[config.mk]
export PLATFORM = sky130hd
export DESIGN_NAME = speech_pwm
export DESIGN_NICKNAME = d
export VERILOG_FILES = /design/src/rtl/pwm_pkg.sv /design/src/rtl/sample_fifo.sv /design/src/rtl/speech_pwm.sv
export VERILOG_INCLUDE_DIRS = /design/src /design/src/rtl
export SDC_FILE = /design/constraint.sdc
export NUM_CORES = 1
export LEC_CHECK = 0
export BUFFER_PORTS_ARGS = -buffer_cell sky130_fd_sc_hd__buf_4
export CORE_ASPECT_RATIO = 1.2
export CORE_MARGIN = 4
export CORE_UTILIZATION = 52
export CTS_CLUSTER_SIZE = 25
export DETAILED_ROUTE_END_ITERATION = 8
export PLACE_DENSITY = 0.76
export SLEW_MARGIN = 20
export SYNTH_ARGS = -nofsm -noshare
export SYNTH_HDL_FRONTEND = slang
export SYNTH_SLANG_ARGS = --single-unit
[constraint.sdc]
create_clock -name CLOCK -period 3.1 [get_ports CLOCK]
set_input_delay 0.775 -clock CLOCK [delete_from_list [all_inputs] [get_ports CLOCK]]
set_output_delay 0.775 -clock CLOCK [all_outputs]
set_load 0.02 [all_outputs]
[src/rtl/pwm_cfg.svh]
// Constants for the speech pulse width modulator
`ifndef PWM_CFG_SVH
`define PWM_CFG_SVH
`define PAGE_HI 8'hff
`define ADDR_CTRL 16'hffe0
`define ADDR_ADJ 16'hffe1
`define ADDR_DATA 16'hffe2
`define ADDR_IRQ 16'hfffe
`define ADDR_IMR 16'hfffd
`define CTRL_EN_BIT 4
`define CTRL_FADJ_BIT 3
`define CTRL_RESET 5'h00
`define ADJ_RESET 8'h00
`define DATA_RESET 8'h00
`define SLOT_BASE 9'h100
`define SLOT_ADJ_BASE 10'h200
`define PERIOD_BASE 4'h8
`define FIFO_DEPTH 16
`define FIFO_AW 4
`endif

[src/rtl/pwm_pkg.sv]
// Types for the speech pulse width modulator
package pwm_pkg;
	typedef struct packed {
		logic en;
		logic fadj;
		logic [2:0] period;
	} ctrl_t;
	typedef struct packed {
		logic first;
		logic second;
	} pulse_t;
	typedef enum logic [0:0] {
		PH_PULSE = 1'b0,
		PH_WAIT = 1'b1
	} phase_t;
endpackage

[src/rtl/sample_fifo.sv]
// Parameterised sample FIFO with registered read data
`timescale 1ns/1ns
module sample_fifo #(
	parameter int WIDTH = 8,
	parameter int DEPTH = 16,
	parameter int AW = 4
) (
	input wire logic clk,
	input wire logic rst,
	input wire logic in_valid,
	output logic in_ready,
	input wire logic [WIDTH-1:0] in_data,
	output logic out_valid,
	input wire logic out_ready,
	output logic [WIDTH-1:0] out_data
);
	logic [WIDTH-1:0] mem [DEPTH];
	logic [AW-1:0] wr_ff;
	logic [AW-1:0] rd_ff;
	logic [AW:0] cnt_ff;
	logic out_valid_ff;
	logic [WIDTH-1:0] out_data_ff;
	logic push;
	logic pop;
	logic load;

	assign in_ready = (cnt_ff != (AW+1)'(DEPTH));
	assign push = in_valid && in_ready;
	// Output register refills when it is empty or being taken and memory holds an entry
	assign load = (cnt_ff != '0) && (!out_valid_ff || out_ready);
	assign pop = load;
	assign out_valid = out_valid_ff;
	assign out_data = out_data_ff;

	always_ff @(posedge clk) begin
		if (push) begin
			mem[wr_ff] <= in_data;
		end
	end

	always_ff @(posedge clk) begin
		if (rst) begin
			wr_ff <= '0;
			rd_ff <= '0;
			cnt_ff <= '0;
		end else begin
			if (push) begin
				wr_ff <= wr_ff + 1'b1;
			end
			if (pop) begin
				rd_ff <= rd_ff + 1'b1;
			end
			cnt_ff <= cnt_ff + (AW+1)'(push) - (AW+1)'(pop);
		end
	end

	always_ff @(posedge clk) begin
		if (rst) begin
			out_valid_ff <= 1'b0;
			out_data_ff <= '0;
		end else if (load) begin
			out_valid_ff <= 1'b1;
			out_data_ff <= mem[rd_ff];
		end else if (out_ready) begin
			out_valid_ff <= 1'b0;
		end
	end

	chk_no_overflow: assert property (@(posedge clk) disable iff (rst)
		cnt_ff <= (AW+1)'(DEPTH))
		else $error("fifo count above depth");
endmodule

[src/rtl/speech_pwm.sv]
// Speech pulse width modulator with internal data-space registers
// ---------------------------------------------------------------
// Summary of operation
// - Registers decoded inside last data page; never forwarded to external bus.
// - Control at ffe0, adjust at ffe1 write-only; sample at ffe2 read/write.
// - Sample timing divides only the oscillator 1 clock.
// - Control bits 2:0 give code S; rate goes as 1/(8-S).
// - Adjust off: one sample per 256*(8-S) oscillator cycles.
// - Adjust on: period becomes (512-A)*(8-S) oscillator cycles.
// - Adjust on: (256-A) wait slots appended to each period.
// - Active output held low throughout the wait slots.
// - Adjust value treated as 8-bit unsigned over full range.
// - Control bit 4 enables both outputs; clear disables them.
// - Sample bit 7 low: first output pulses, largest at 00h.
// - Sample bit 7 high: second output pulses, largest at ffh.
// - Duty pattern generated exactly once per sample period.
// - Request flag set at every period end, new data or not.
// - Without new writes, previous sample repeats every period.
// - New sample used from next period: one period latency.
// - Reset clears adjust, sample and control fields.
// - Completion flag in request bit 4, forwarded only when masked in.
// - Writing one never sets a request bit; writing zero clears it unless a period ends in that cycle.
// ---------------------------------------------------------------
`timescale 1ns/1ns
`include "pwm_cfg.svh"
module speech_pwm (
	input wire logic CLOCK,
	input wire logic RST,
	input wire logic [15:0] ADDR,
	input wire logic [7:0] WDATA,
	input wire logic WR,
	input wire logic RD,
	output logic [7:0] RDATA,
	output logic INTERNAL_HIT,
	output logic EXT_STROBE_EN,
	output logic FIRST_PULSE_OUTPUT,
	output logic SECOND_PULSE_OUTPUT,
	output logic COMPLETION_REQUEST_FLAG,
	output logic SAMPLE_DONE_REQUEST,
	output logic SAMPLE_FULL
);
	// ---------------------------------------------------------------
	// Register decode
	// ---------------------------------------------------------------
	pwm_pkg::ctrl_t ctrl_ff;
	logic [7:0] adj_ff;
	logic [7:0] sample_ff;
	logic [7:0] active_ff;
	logic req_ff;
	logic mask_ff;
	logic [7:0] rdata_ff;
	logic hit_ctrl;
	logic hit_adj;
	logic hit_data;
	logic hit_irq;
	logic hit_imr;
	logic period_end;

	// Whole last page counts as internal so external parts never alias
	assign INTERNAL_HIT = (ADDR[15:8] == `PAGE_HI);
	assign EXT_STROBE_EN = (WR || RD) && !INTERNAL_HIT;
	assign hit_ctrl = ADDR == `ADDR_CTRL;
	assign hit_adj = ADDR == `ADDR_ADJ;
	assign hit_data = ADDR == `ADDR_DATA;
	assign hit_irq = ADDR == `ADDR_IRQ;
	assign hit_imr = ADDR == `ADDR_IMR;

	always_ff @(posedge CLOCK) begin
		if (RST) begin
			ctrl_ff <= `CTRL_RESET;
		end else if (WR && hit_ctrl) begin
			ctrl_ff <= WDATA[4:0];
		end
	end

	always_ff @(posedge CLOCK) begin
		if (RST) begin
			adj_ff <= `ADJ_RESET;
		end else if (WR && hit_adj) begin
			adj_ff <= WDATA;
		end
	end

	always_ff @(posedge CLOCK) begin
		if (RST) begin
			sample_ff <= `DATA_RESET;
		end else if (WR && hit_data) begin
			sample_ff <= WDATA;
		end
	end

	always_ff @(posedge CLOCK) begin
		if (RST) begin
			mask_ff <= 1'b0;
		end else if (WR && hit_imr) begin
			mask_ff <= WDATA[4];
		end
	end

	// Set wins over a same-cycle clear so no completion is lost
	always_ff @(posedge CLOCK) begin
		if (RST) begin
			req_ff <= 1'b0;
		end else if (period_end) begin
			req_ff <= 1'b1;
		end else if (WR && hit_irq && !WDATA[4]) begin
			req_ff <= 1'b0;
		end
	end

	assign COMPLETION_REQUEST_FLAG = req_ff;
	assign SAMPLE_DONE_REQUEST = req_ff && mask_ff;

	// Write-only registers read back as zero
	always_ff @(posedge CLOCK) begin
		if (RST) begin
			rdata_ff <= 8'h00;
		end else if (RD) begin
			if (hit_data) begin
				rdata_ff <= sample_ff;
			end else if (hit_irq) begin
				rdata_ff <= {3'h0, req_ff, 4'h0};
			end else if (hit_imr) begin
				rdata_ff <= {3'h0, mask_ff, 4'h0};
			end else begin
				rdata_ff <= 8'h00;
			end
		end
	end
	assign RDATA = rdata_ff;

	// ---------------------------------------------------------------
	// Sample history FIFO
	// ---------------------------------------------------------------
	// Each period's latched sample is logged unless the FIFO is full; the reader drains it via RD
	logic fifo_in_ready;
	logic fifo_out_valid;
	logic [7:0] fifo_out_data;

	sample_fifo #(
		.WIDTH(8),
		.DEPTH(`FIFO_DEPTH),
		.AW(`FIFO_AW)
	) u_hist (
		.clk(CLOCK),
		.rst(RST),
		.in_valid(period_end),
		.in_ready(fifo_in_ready),
		.in_data(sample_ff),
		.out_valid(fifo_out_valid),
		.out_ready(RD && hit_data),
		.out_data(fifo_out_data)
	);
	assign SAMPLE_FULL = !fifo_in_ready;

	// ---------------------------------------------------------------
	// Period timing
	// ---------------------------------------------------------------
	// CLOCK stands in for oscillator 1; no other source feeds the divider
	logic [2:0] pre_ff;
	logic [2:0] pre_lim;
	logic tick;
	logic [7:0] slot_ff;
	logic [8:0] wait_ff;
	pwm_pkg::phase_t phase_ff;

	// Prescale by (8-S): slot length sets the rate
	assign pre_lim = 3'h7 - ctrl_ff.period;
	assign tick = (pre_ff == pre_lim);

	always_ff @(posedge CLOCK) begin
		if (RST) begin
			pre_ff <= 3'h0;
		end else if (tick) begin
			pre_ff <= 3'h0;
		end else begin
			pre_ff <= pre_ff + 3'h1;
		end
	end

	// Counter runs regardless of enable so re-enable is glitch free
	always_ff @(posedge CLOCK) begin
		if (RST) begin
			phase_ff <= pwm_pkg::PH_PULSE;
			slot_ff <= 8'h00;
			wait_ff <= 9'h000;
		end else if (tick) begin
			case (phase_ff)
				pwm_pkg::PH_PULSE: begin
					slot_ff <= slot_ff + 8'h01;
					if (slot_ff == 8'hff && ctrl_ff.fadj) begin
						phase_ff <= pwm_pkg::PH_WAIT;
						wait_ff <= 9'h100 - {1'b0, adj_ff};
					end
				end
				pwm_pkg::PH_WAIT: begin
					wait_ff <= wait_ff - 9'h001;
					if (wait_ff == 9'h001) begin
						phase_ff <= pwm_pkg::PH_PULSE;
					end
				end
				default: begin
					phase_ff <= pwm_pkg::PH_PULSE;
				end
			endcase
		end
	end

	// Period ends on the last pulse slot (no adjust) or last wait slot
	assign period_end = tick && (
		(phase_ff == pwm_pkg::PH_PULSE && slot_ff == 8'hff
			&& !ctrl_ff.fadj)
		|| (phase_ff == pwm_pkg::PH_WAIT && wait_ff == 9'h001));

	// Latched once per period: writes take effect the period after
	always_ff @(posedge CLOCK) begin
		if (RST) begin
			active_ff <= 8'h00;
		end else if (period_end) begin
			active_ff <= sample_ff;
		end
	end

	// ---------------------------------------------------------------
	// Pulse outputs
	// ---------------------------------------------------------------
	logic [6:0] mag;
	logic high;
	logic first_ff;
	logic second_ff;

	// Bit 7 low: smaller code is longer pulse; bit 7 high: larger is longer
	assign mag = active_ff[7] ? active_ff[6:0] : ~active_ff[6:0];
	assign high = (phase_ff == pwm_pkg::PH_PULSE)
		&& ({1'b0, slot_ff[7:1]} <= {1'b0, mag}) ;

	always_ff @(posedge CLOCK) begin
		if (RST) begin
			first_ff <= 1'b0;
			second_ff <= 1'b0;
		end else begin
			first_ff <= ctrl_ff.en && high && !active_ff[7];
			second_ff <= ctrl_ff.en && high && active_ff[7];
		end
	end
	assign FIRST_PULSE_OUTPUT = first_ff;
	assign SECOND_PULSE_OUTPUT = second_ff;

	// ---------------------------------------------------------------
	// Checks
	// ---------------------------------------------------------------
	// Length checked only after a whole period free of setting writes
	logic [9:0] slots_per;
	logic [3:0] slot_len;
	logic [13:0] span_lim;
	logic [13:0] span_ff;
	logic steady_ff;

	assign slots_per = ctrl_ff.fadj
		? (`SLOT_ADJ_BASE - {2'b00, adj_ff}) : {1'b0, `SLOT_BASE};
	assign slot_len = `PERIOD_BASE - {1'b0, ctrl_ff.period};
	assign span_lim = {4'h0, slots_per} * {10'h000, slot_len};

	always_ff @(posedge CLOCK) begin
		if (RST) begin
			span_ff <= 14'h0000;
		end else if (period_end) begin
			span_ff <= 14'h0000;
		end else begin
			span_ff <= span_ff + 14'h0001;
		end
	end

	always_ff @(posedge CLOCK) begin
		if (RST) begin
			steady_ff <= 1'b0;
		end else if (WR && (hit_ctrl || hit_adj)) begin
			steady_ff <= 1'b0;
		end else if (period_end) begin
			steady_ff <= 1'b1;
		end
	end

	chk_wait_quiet: assert property (
		@(posedge CLOCK) disable iff (RST)
		phase_ff == pwm_pkg::PH_WAIT |=> !first_ff && !second_ff)
		else $error("output active during wait slots");
	chk_disable_quiet: assert property (
		@(posedge CLOCK) disable iff (RST)
		!ctrl_ff.en |=> !first_ff && !second_ff)
		else $error("output active while disabled");
	chk_one_side: assert property (
		@(posedge CLOCK) disable iff (RST)
		!(first_ff && second_ff))
		else $error("both outputs active");
	chk_sign_first: assert property (
		@(posedge CLOCK) disable iff (RST)
		active_ff[7] |=> !first_ff)
		else $error("first output active with bit 7 set");
	chk_req_set: assert property (
		@(posedge CLOCK) disable iff (RST)
		period_end |=> req_ff)
		else $error("request not set at period end");
	chk_req_no_set: assert property (
		@(posedge CLOCK) disable iff (RST)
		!req_ff && !period_end |=> !req_ff)
		else $error("request set without period end");
	chk_req_gate: assert property (
		@(posedge CLOCK) disable iff (RST)
		SAMPLE_DONE_REQUEST |-> mask_ff)
		else $error("request forwarded while masked");
	chk_latency: assert property (
		@(posedge CLOCK) disable iff (RST)
		period_end |=> active_ff == $past(sample_ff))
		else $error("sample not taken at period end");
	chk_hold: assert property (
		@(posedge CLOCK) disable iff (RST)
		!period_end |=> $stable(active_ff))
		else $error("active sample changed mid period");
	chk_wait_len: assert property (
		@(posedge CLOCK) disable iff (RST)
		$rose(phase_ff == pwm_pkg::PH_WAIT)
		|-> wait_ff == 9'h100 - {1'b0, $past(adj_ff)})
		else $error("wait slot count wrong");
	chk_ext_block: assert property (
		@(posedge CLOCK) disable iff (RST)
		INTERNAL_HIT |-> !EXT_STROBE_EN)
		else $error("internal access forwarded");
	chk_period_len: assert property (
		@(posedge CLOCK) disable iff (RST)
		period_end && steady_ff |-> span_ff == span_lim - 14'h0001)
		else $error("sample period length wrong");
	chk_hist_first: assert property (
		@(posedge CLOCK) disable iff (RST)
		period_end && !fifo_out_valid
		|-> ##2 fifo_out_data == active_ff)
		else $error("history entry differs from latched sample");
	chk_rd_sample: assert property (
		@(posedge CLOCK) disable iff (RST)
		RD && hit_data |=> RDATA == $past(sample_ff))
		else $error("sample read back wrong");
	chk_ctrl_write: assert property (
		@(posedge CLOCK) disable iff (RST)
		WR && hit_ctrl |=> ctrl_ff == $past(WDATA[4:0]))
		else $error("control write not stored");
	chk_adj_write: assert property (
		@(posedge CLOCK) disable iff (RST)
		WR && hit_adj |=> adj_ff == $past(WDATA))
		else $error("adjust write not stored");
	chk_free_run: assert property (
		@(posedge CLOCK) disable iff (RST)
		!ctrl_ff.en && !tick |=> pre_ff == $past(pre_ff) + 3'h1)
		else $error("prescaler stalled while disabled");

	cov_period: cover property (@(posedge CLOCK) disable iff (RST)
		period_end);
	cov_wait: cover property (@(posedge CLOCK) disable iff (RST)
		phase_ff == pwm_pkg::PH_WAIT);
	cov_second: cover property (@(posedge CLOCK) disable iff (RST)
		second_ff);
	cov_clear: cover property (@(posedge CLOCK) disable iff (RST)
		req_ff ##1 !req_ff);
	cov_hist_full: cover property (@(posedge CLOCK) disable iff (RST)
		!fifo_in_ready);
endmodule

# After elaboration in Yosys (flattened, before gate mapping)
# Cells that the tools add are included.
# totals
ff_bits	68
latch_bits	0
ram_bits	0
mem_bits_ro	0
inputBits	28
word_cells	86
mem_count	0
# op_classes
add_sub_neg	7
mul	0
n_div	0
order_cmp	1
n_eq_ne	11
shift	0
mux	13
bitwise	2
n_reduce_logical	35
# op_table
op	n
$eq 16x16->1 const B	5
$logic_and 1x1->1	20
$pmux 9 s2	1
$eq 8x8->1 const B	2
$mux 5	2
$eq 9x1->1 const B	1
$mux 9	1
$sub 9x1->9 const B	1
$sub 9x8->9 const A	1
$add 8x1->8 const B	1
$mux 8	1
$le 7x7->1	1
$mux 7	1
$not 7->7	1
$logic_not 1->1	6
$mux 1	6
$add 5x1->5	1
$ne 5x5->1 const B	1
$reduce_bool 5->1	1
$sub 5x1->5	1
$reduce_and 2->1	2
$reduce_bool 2->1	2
$add 3x1->3 const B	1
$eq 3x3->1	1
other kinds (6)	8

# Depth between registers and ports, before layout
# Gate-level depths: netlist of run 1.
# logic_depth
word_depth	8
depth_mapped	16
ltp_nobuf	15

# Modules after synthesis
# From an unflattened synthesis of run 1, not the netlist that was laid out.
# hier_totals
cells_unflattened	672
area_unflattened_um2	9090.0
# by_module_without_submodules
module	n_inst	cells_each	area_each_um2
sample_fifo	1	323	5995.8
speech_pwm	1	349	3094.2

# Worst setup path after synthesis of run 1
# Ideal clock, no wire load.
# synth_timing
path_kind	input -> register
from	input ADDR[14]
to	register u_hist.cnt_ff[4]
setup_time_ns	0.132
arrival_ns	3.138
path_slack_ns	-0.170
cell_stages	16
n_path_buf	1
cell_sequence	nand4_1 -> nor2_2 -> and4_1 -> buf_2 -> nand2b_1 -> nor2b_1 -> ha_1 -> inv_1 -> ha_1 -> inv_1 -> fa_1 -> inv_1 -> a21oi_1 -> nor2_1 -> or3_1 -> a21oi_1
# synth_via
elab_chain_len	5
# synth_rtl
item	line_no	text
start: declaration	speech_pwm.sv:29	input wire logic [15:0] ADDR,
$eq 16x16->1 (no source line)	n/a	
$logic_and 1x1->1	speech_pwm.sv:151	.out_ready(RD && hit_data),
$logic_or 1x1->1	sample_fifo.sv:30	assign load = (cnt_ff != '0) && (!out_valid_ff || out_ready);
$logic_and 1x1->1	sample_fifo.sv:30	
via u_hist.load	sample_fifo.sv:25	logic load;
$sub 5x1->5	sample_fifo.sv:53	cnt_ff <= cnt_ff + (AW+1)'(push) - (AW+1)'(pop);
end signal: assignment	sample_fifo.sv:53	
end: declaration	sample_fifo.sv:20	logic [AW:0] cnt_ff;
# The timed path passes the listed nets, and every way through them passes these cells.
# A chain may end at the register's enable or synchronous reset.

# Worst setup path in the final report of run 1
# layout_timing
from	input ADDR[6]
to	register u_hist.cnt_ff[4]
# Same word-level chain as after synthesis.

==> out/qor.txt, run 1 <==
FF-to-FF Start - u_hist.cnt_ff[2]
share of cells above drive strength 1 - 17.99%
Yosys top cell area share - 39.62%
largest area contributor in the netlist - dfxtp_1
met1 usage - 25.96%
final hold vios - 0
Clock Root Buffer - clkbuf_8
Ports - 43
Finished Cell Area - 0.004028 mm^2
Max Fclk - 0.3602 GHz
clock tree sinks - 68
min-delay src - u_hist.out_valid
most frequent cell after synthesis - dfxtp_1
number of synthesized register bits - 68
Final TNS setup - 0 ns
Mapped Area - 0.003436 mm^2
Placed Cells - 497
Leak - 1.845 nW
Max IR drop VDD - 300.0 uV
largest net degree at the start of global routing - 69
Hold WC Path Type - register to register
pwr dens - 497.3 mW/mm^2
M3 GR Usage - 5.307%
Worst Path Class, Setup - input pin to register
DRC - 0
element type at the critical path end - register
WL final - 7.249 mm
initial antenna violation count - 0
met2 Use GR - 30.00%
commonest cells in the netlist - 68 x dfxtp_1, 60 x nor2_1, 31 x mux2i_1
Die H - 97.04 um
DRT Pass-1 Iters - 5
Global Route Usage Sum - 19.83%
Async S/R FF share, synth - 0%
Critical Path AT - 3.05 ns
ranking of synthesized cells by area - dfxtp_1 40%, mux2i_1 9.0%, ha_1 6.6%
RSZ-0062 raised after global routing - no
Post-DP Area - 0.003841 mm^2
Starting Density - 53.30%
critical path launch point type - input pin
antenna-violating nets left - 0
Final Critical Period - 2.776 ns
WP data required - 3.37 ns
Row Count - 32
status - finished, final reports clean
Worst Hold Path EP - u_hist.out_valid
# diodes - 0
GRT overflow - 0
GP Congestion - 0.7942
full die area - 0.007977 mm^2
Post-CTS Repair Setup Buffers - 0
Worst Tran Pin Value - 0.6905 ns
CTS Buf Count - 9
R2R depth - 14
Pwr Total - 2.003 mW
Layout area overhead - 17.22%
busiest layer in global routing - met2
Slew Viols, Final - 0
clock transition at the registers of the reported paths - 0.08 ns
Post-CTS Hold Buffers - 0
Post-Syn Nets - 429
CTS tree - yes
r2r setup slk - 0.49 ns
Starting DRT DRC Count - 130
via count - 2865
non-filler cells, final - 513
clock skew - 0.009471 ns
worst r2r dst - u_hist.cnt_ff[4]
most common flop cell mapped by yosys - dfxtp_1
CTS max path bufs - 2
H-tree levels - 3
register area share after synthesis - 39.62%
hold path depth - 2
drt wl/cell - 14.13 um
hold slack - 0.4991 ns
relative max-transition margin - 53.97%
endpoints failing setup - 0
syn_area_per_cell - 8.994 um^2
CP Max Fanout - 2
Post-synth EDFFs - 0
Port-buffer cells - 42
Netlist cell types - 51
Die W - 82.20 um
final HPWL from detailed placement - 5.357 mm
vias per cell - 5.585
max-cap violation count - 0
Cells after Synth - 382
Yosys Warn Count - 0
Tcrit/Tclk final - 89.55%
first-pass GRT wire length - 12.43 mm
fin nets - 470
CTS resizes - 0
Worst-Skew Late Latency - 0.34 ns
vias in the first global route - 2720
Placeable Area - 0.006446 mm^2
[worst max-delay path, stage by stage]
cell	delay [ns]
buf_4	0.11
nand3_1	0.14
nor4_4	0.05
and4_1	0.21
nand2b_4	0.14
nor2b_1	0.12
ha_1	0.28
inv_1	0.04
ha_1	0.20
inv_1	0.08
fa_2	0.21
inv_1	0.04
a21oi_1	0.12
nor2_1	0.07
or3_1	0.35
a21oi_1	0.13
[power breakdown]
group	switching, mW	internal (mW)	leakage (nW)
Combinational	0.200	0.186	1.21
Clock	0.356	0.317	0.0851
Sequential	0.0319	0.913	0.550
Total	0.587	1.42	1.84
[worst max-delay path by stage]
stage / startpoint / endpoint / slack [ns] / depth (start not counted)
5_1_grt: ADDR[7] / u_hist.cnt_ff[4] / 0.14 / 16
6_report: ADDR[6] / u_hist.cnt_ff[4] / 0.32 / 16
2_1_floorplan: ADDR[8] / u_hist.cnt_ff[4] / -0.002 / 16
4_1_cts: ADDR[6] / u_hist.cnt_ff[4] / 0.32 / 16
3_3_place_gp: ADDR[6] / u_hist.cnt_ff[4] / 0.04 / 16
3_5_place_dp: ADDR[6] / u_hist.cnt_ff[4] / -0.04 / 16
[layout make-up]
| class | instances | area, um^2 |
|---|---|---|
| Inverter | 15 | 56.30 |
| Tap cell | 85 | 106.4 |
| Fill cell | 539 | 2419 |
| Timing Repair Buffer | 48 | 360.3 |
| Sequential cell | 68 | 1361 |
| Clock inverter | 6 | 48.80 |
| Clock buffer | 10 | 137.6 |
| Multi-Input combinational cell | 281 | 1957 |
[metrics by stage]
step	setup slack [ns]	utilization, %
2_1_floorplan	-0.002146	-
3_3_place_gp	0.03574	59.59
3_5_place_dp	-0.04290	59.59
4_1_cts	0.3187	62.48
5_1_grt	0.1374	62.48
6_report	0.3239	62.48
[sequential cells by signal, indices dropped and copies added (netlist names)]
register	flops
COMPLETION_REQUEST_FLAG	1
FIRST_PULSE_OUTPUT	1
RDATA	8
SECOND_PULSE_OUTPUT	1
active_ff	8
adj_ff	8
ctrl_ff	5
mask_ff	1
phase_ff	1
pre_ff	3
sample_ff	8
slot_ff	8
u_hist.cnt_ff	5
u_hist.out_valid	1
wait_ff	9
[routing by layer]
metal  part of all wire (%)  vias to the layer above
li1                       -                     1421
met1                     44                     1333
met2                     47                       94
met3                    6.6                       17
met4                    2.5                        0
met5                      0                        -
[placed cells by master (no fill, tap or decap), types with 6 or more instances in the layout]
cell type	Yosys	routed
mux2i_1	31	31
inv_1	14	14
nand2_1	13	13
nor2_1	60	60
buf_4	1	48
o21ai_0	10	9
xor2_1	16	16
xnor2_1	12	12
clkbuf_8	0	10
ha_1	18	18
nor3_1	6	6
nor2b_1	13	13
a21oi_1	23	23
nand3_1	12	12
nand4_1	11	11
dfxtp_1	68	68
[logic make-up (layout without fill, tap and decap cells)]
group	count (synthesis)	after routing	share of synthesized area (%)
AND/OR/NAND/NOR	150	150	23.13
adder cells (fa/ha/maj)	19	19	7.138
multiplexers	31	31	9.031
flip-flops	68	68	39.62
XOR/XNOR	28	28	7.138
AO/OA/AOI/OAI	53	53	9.833
buffers and inverters	33	79	4.115
Power figures use the tool's default switching activity.
==> inputs of run 2 (changes only) <==
--- a/config.mk
+++ b/config.mk
@@ -7,12 +7,14 @@
 export NUM_CORES = 1
 export LEC_CHECK = 0
 export BUFFER_PORTS_ARGS = -buffer_cell sky130_fd_sc_hd__buf_4
+export CELL_PAD_IN_SITES_DETAIL_PLACEMENT = 0
+export CELL_PAD_IN_SITES_GLOBAL_PLACEMENT = 1
 export CORE_ASPECT_RATIO = 1.2
 export CORE_MARGIN = 4
-export CORE_UTILIZATION = 52
+export CORE_UTILIZATION = 40
 export CTS_CLUSTER_SIZE = 25
 export DETAILED_ROUTE_END_ITERATION = 8
-export PLACE_DENSITY = 0.76
+export PLACE_DENSITY_LB_ADDON = 0.1
 export SLEW_MARGIN = 20
 export SYNTH_ARGS = -nofsm -noshare
 export SYNTH_HDL_FRONTEND = slang
==> run 2 against run 1 <==
Net effect:
- combinational power fell by 2%
- utilization is 13 points lower
- flip-flop and latch count unchanged
- largest cell class unchanged
- power rose by 6.2%
- cell count rose by 6.2%
- via count down 2.7%
==> out/qor.txt, run 2 (synthesized netlist as in run 1, its figures left out) <==
status - finished, final reports clean
GRT overflow - 0 (unchanged)
busiest layer in global routing - met2
initial antenna violation count - 0 (unchanged)
Layout area overhead - 19.81%
first-pass GRT wire length - 13.23 mm (+6.5%)
clock tree sinks - 68 (unchanged)
Final TNS setup - 0 ns (unchanged)
max FFs per register - 9 (unchanged)
CTS Buf Count - 9 (unchanged)
DRC - 0 (unchanged)
Largest Register - wait_ff
Slowest cell on crit path - or3_1
Ports - 43 (unchanged)
CTS max path bufs - 2 (unchanged)
Starting DRT DRC Count - 111 (-15%)
Die W - 92.61 um (+13%)
Post-CTS Hold Buffers - 0 (unchanged)
clock skew - 0.005974 ns (-0.003497 ns)
endpoints failing setup - 0 (unchanged)
Tcrit/Tclk final - 88.77% (-0.78 points)
DRT Pass-1 Iters - 4 (-1)
commonest non-fill, non-tap cell in the layout - dfxtp_1
max-cap violation count - 0 (unchanged)
Hold WC Path Type - register to register
vias in the first global route - 2851 (+4.8%)
Comb pwr share - 17.8% (-1.4 points)
Die H - 109.5 um (+13%)
vias per cell - 5.116 (-8.4%)
WL final - 7.859 mm (+8.4%)
# diodes - 0 (unchanged)
Final Critical Period - 2.752 ns (-0.02414 ns)
GP Congestion - 0.7775 (-2.1%)
final hold vios - 0 (unchanged)
Max IR drop VDD - 240.4 uV (-20%)
share of cells above drive strength 1 - 18.33% (+0.34 points)
clock transition at the registers of the reported paths - 0.08 ns (about the same)
Critical Path AT - 3.02 ns (-0.03 ns)
met2 Use GR - 28.10% (-1.9 points)
Starting Density - 41.68% (-12 points)
Row Count - 36 (+13%)
critical path launch point type - input pin
register share of total power - 44.4% (-2.8 points)
final HPWL from detailed placement - 5.793 mm (+8.1%)
H-tree levels - 3 (unchanged)
most frequent cells in the layout - 68 x dfxtp_1, 60 x nor2_1, 51 x buf_4
Worst-Skew Late Latency - 0.34 ns (about the same)
CTS tree - yes
Clk pwr share - 37.8% (+4.2 points)
hold path depth - 1 (-1)
Post-CTS Repair Setup Buffers - 0 (unchanged)
fillcell total - 794 (+47%)
met1 usage - 20.36% (-5.6 points)
relative max-transition margin - 45.72% (-8.2 points)
Global Route Usage Sum - 16.60% (-3.2 points)
WP data required - 3.37 ns (about the same)
full die area - 0.01014 mm^2 (+27%)
pwr dens - 516.7 mW/mm^2 (+3.9%)
M3 GR Usage - 4.038% (-1.3 points)
CP Max Fanout - 2 (unchanged)
fin nets - 473 (+0.64%)
Port-buffer cells - 42 (unchanged)
Sw Pwr - 577.4 uW (-1.7%)
Worst Path Class, Setup - input pin to register
CP peak stage delay - 0.34 ns (about the same)
Leak - 1.878 nW (+1.8%)
Max Fclk - 0.3634 GHz (+0.88%)
R2R depth - 14 (unchanged)
RSZ-0062 raised after global routing - no
via count - 2788 (-2.7%)
Placeable Area - 0.008243 mm^2 (+28%)
switch share - 27.15% (-2.2 points)
antenna-violating nets left - 0 (unchanged)
most used cell, CP - inv_1
drt wl/cell - 14.42 um (+2.0%)
Slew Viols, Final - 0 (unchanged)
Clock Root Buffer - clkbuf_8
hold slack - 0.4825 ns (-0.01660 ns)
largest net degree at the start of global routing - 69 (unchanged)
Worst Tran Pin Value - 0.8056 ns (+0.1151 ns)
element type at the critical path end - register
CP Cell Sequence - buf_4 > nand3_1 > nor4_4 > and4_1 > nand2b_4 > nor2b_1 > ha_1 > inv_1 > ha_1 > inv_1 > fa_2 > inv_1 > a21oi_1 > nor2_1 > or3_1 > a21oi_1
CTS resizes - 0 (unchanged)
Int Power - 1.550 mW (+9.5%)
[run 2: metrics by stage]
stage               power (mW)  utilization, %  setup WS (ns)  cells  area [um^2]
floorplan                1.244               -      -0.002146    382         3466
global placement         1.345           47.31        0.01588    529         3900
detailed placement       1.351           47.31       -0.03218    529         3900
CTS                      2.159           49.94         0.3367    545         4116
global route             2.258           49.94         0.1721    545         4116
finish                   2.127           49.94         0.3480    545         4116
[run 2: final timing paths]
kind | from | to | slack [ns]
setup reg to reg | u_hist.cnt_ff[3] | u_hist.cnt_ff[4] | 0.49
setup / recovery | ADDR[6] | u_hist.cnt_ff[4] | 0.35
hold / removal | pre_ff[0] | pre_ff[0] | 0.48
hold reg to reg | pre_ff[0] | pre_ff[0] | 0.48
[run 2: critical path: cells and delay by family]
family	cells	cell delay, ns
AOI/OAI and AO/OA	2	0.24
and+or+nand+nor	7	1.07
adders and majority gates	3	0.68
buffers and inverters	4	0.26
[run 2: layout make-up]
type                    count  area (um^2)  area share [%]
clock buffers              10        127.6           3.100
clock inverters             6        88.84           2.158
inverters                  15        56.30           1.368
multi-input cells         281         1957           47.54
flip-flops and latches     68         1361           33.07
well taps                 114        142.6           3.465
repair buffers             51        382.9           9.301
[run 2: metal layers]
| metal | wire length (um) | part of all wire (%) |
|---|---|---|
| met4 | 148 | 1.9 |
| met5 | 0 | 0 |
| met1 | 3766 | 48 |
| met3 | 397 | 5.1 |
| met2 | 3546 | 45 |
[run 2: power groups by stage]
| stage | combinational, mW | sequential [mW] | clock [mW] |
|---|---|---|---|
| 4_1_cts | 0.387 | 0.945 | 0.827 |
| 3_5_place_dp | 0.387 | 0.964 | 0 |
| 3_3_place_gp | 0.382 | 0.964 | 0 |
| 5_1_grt | 0.444 | 0.949 | 0.865 |
| 2_1_floorplan | 0.287 | 0.958 | 0 |
| 6_report | 0.379 | 0.944 | 0.803 |
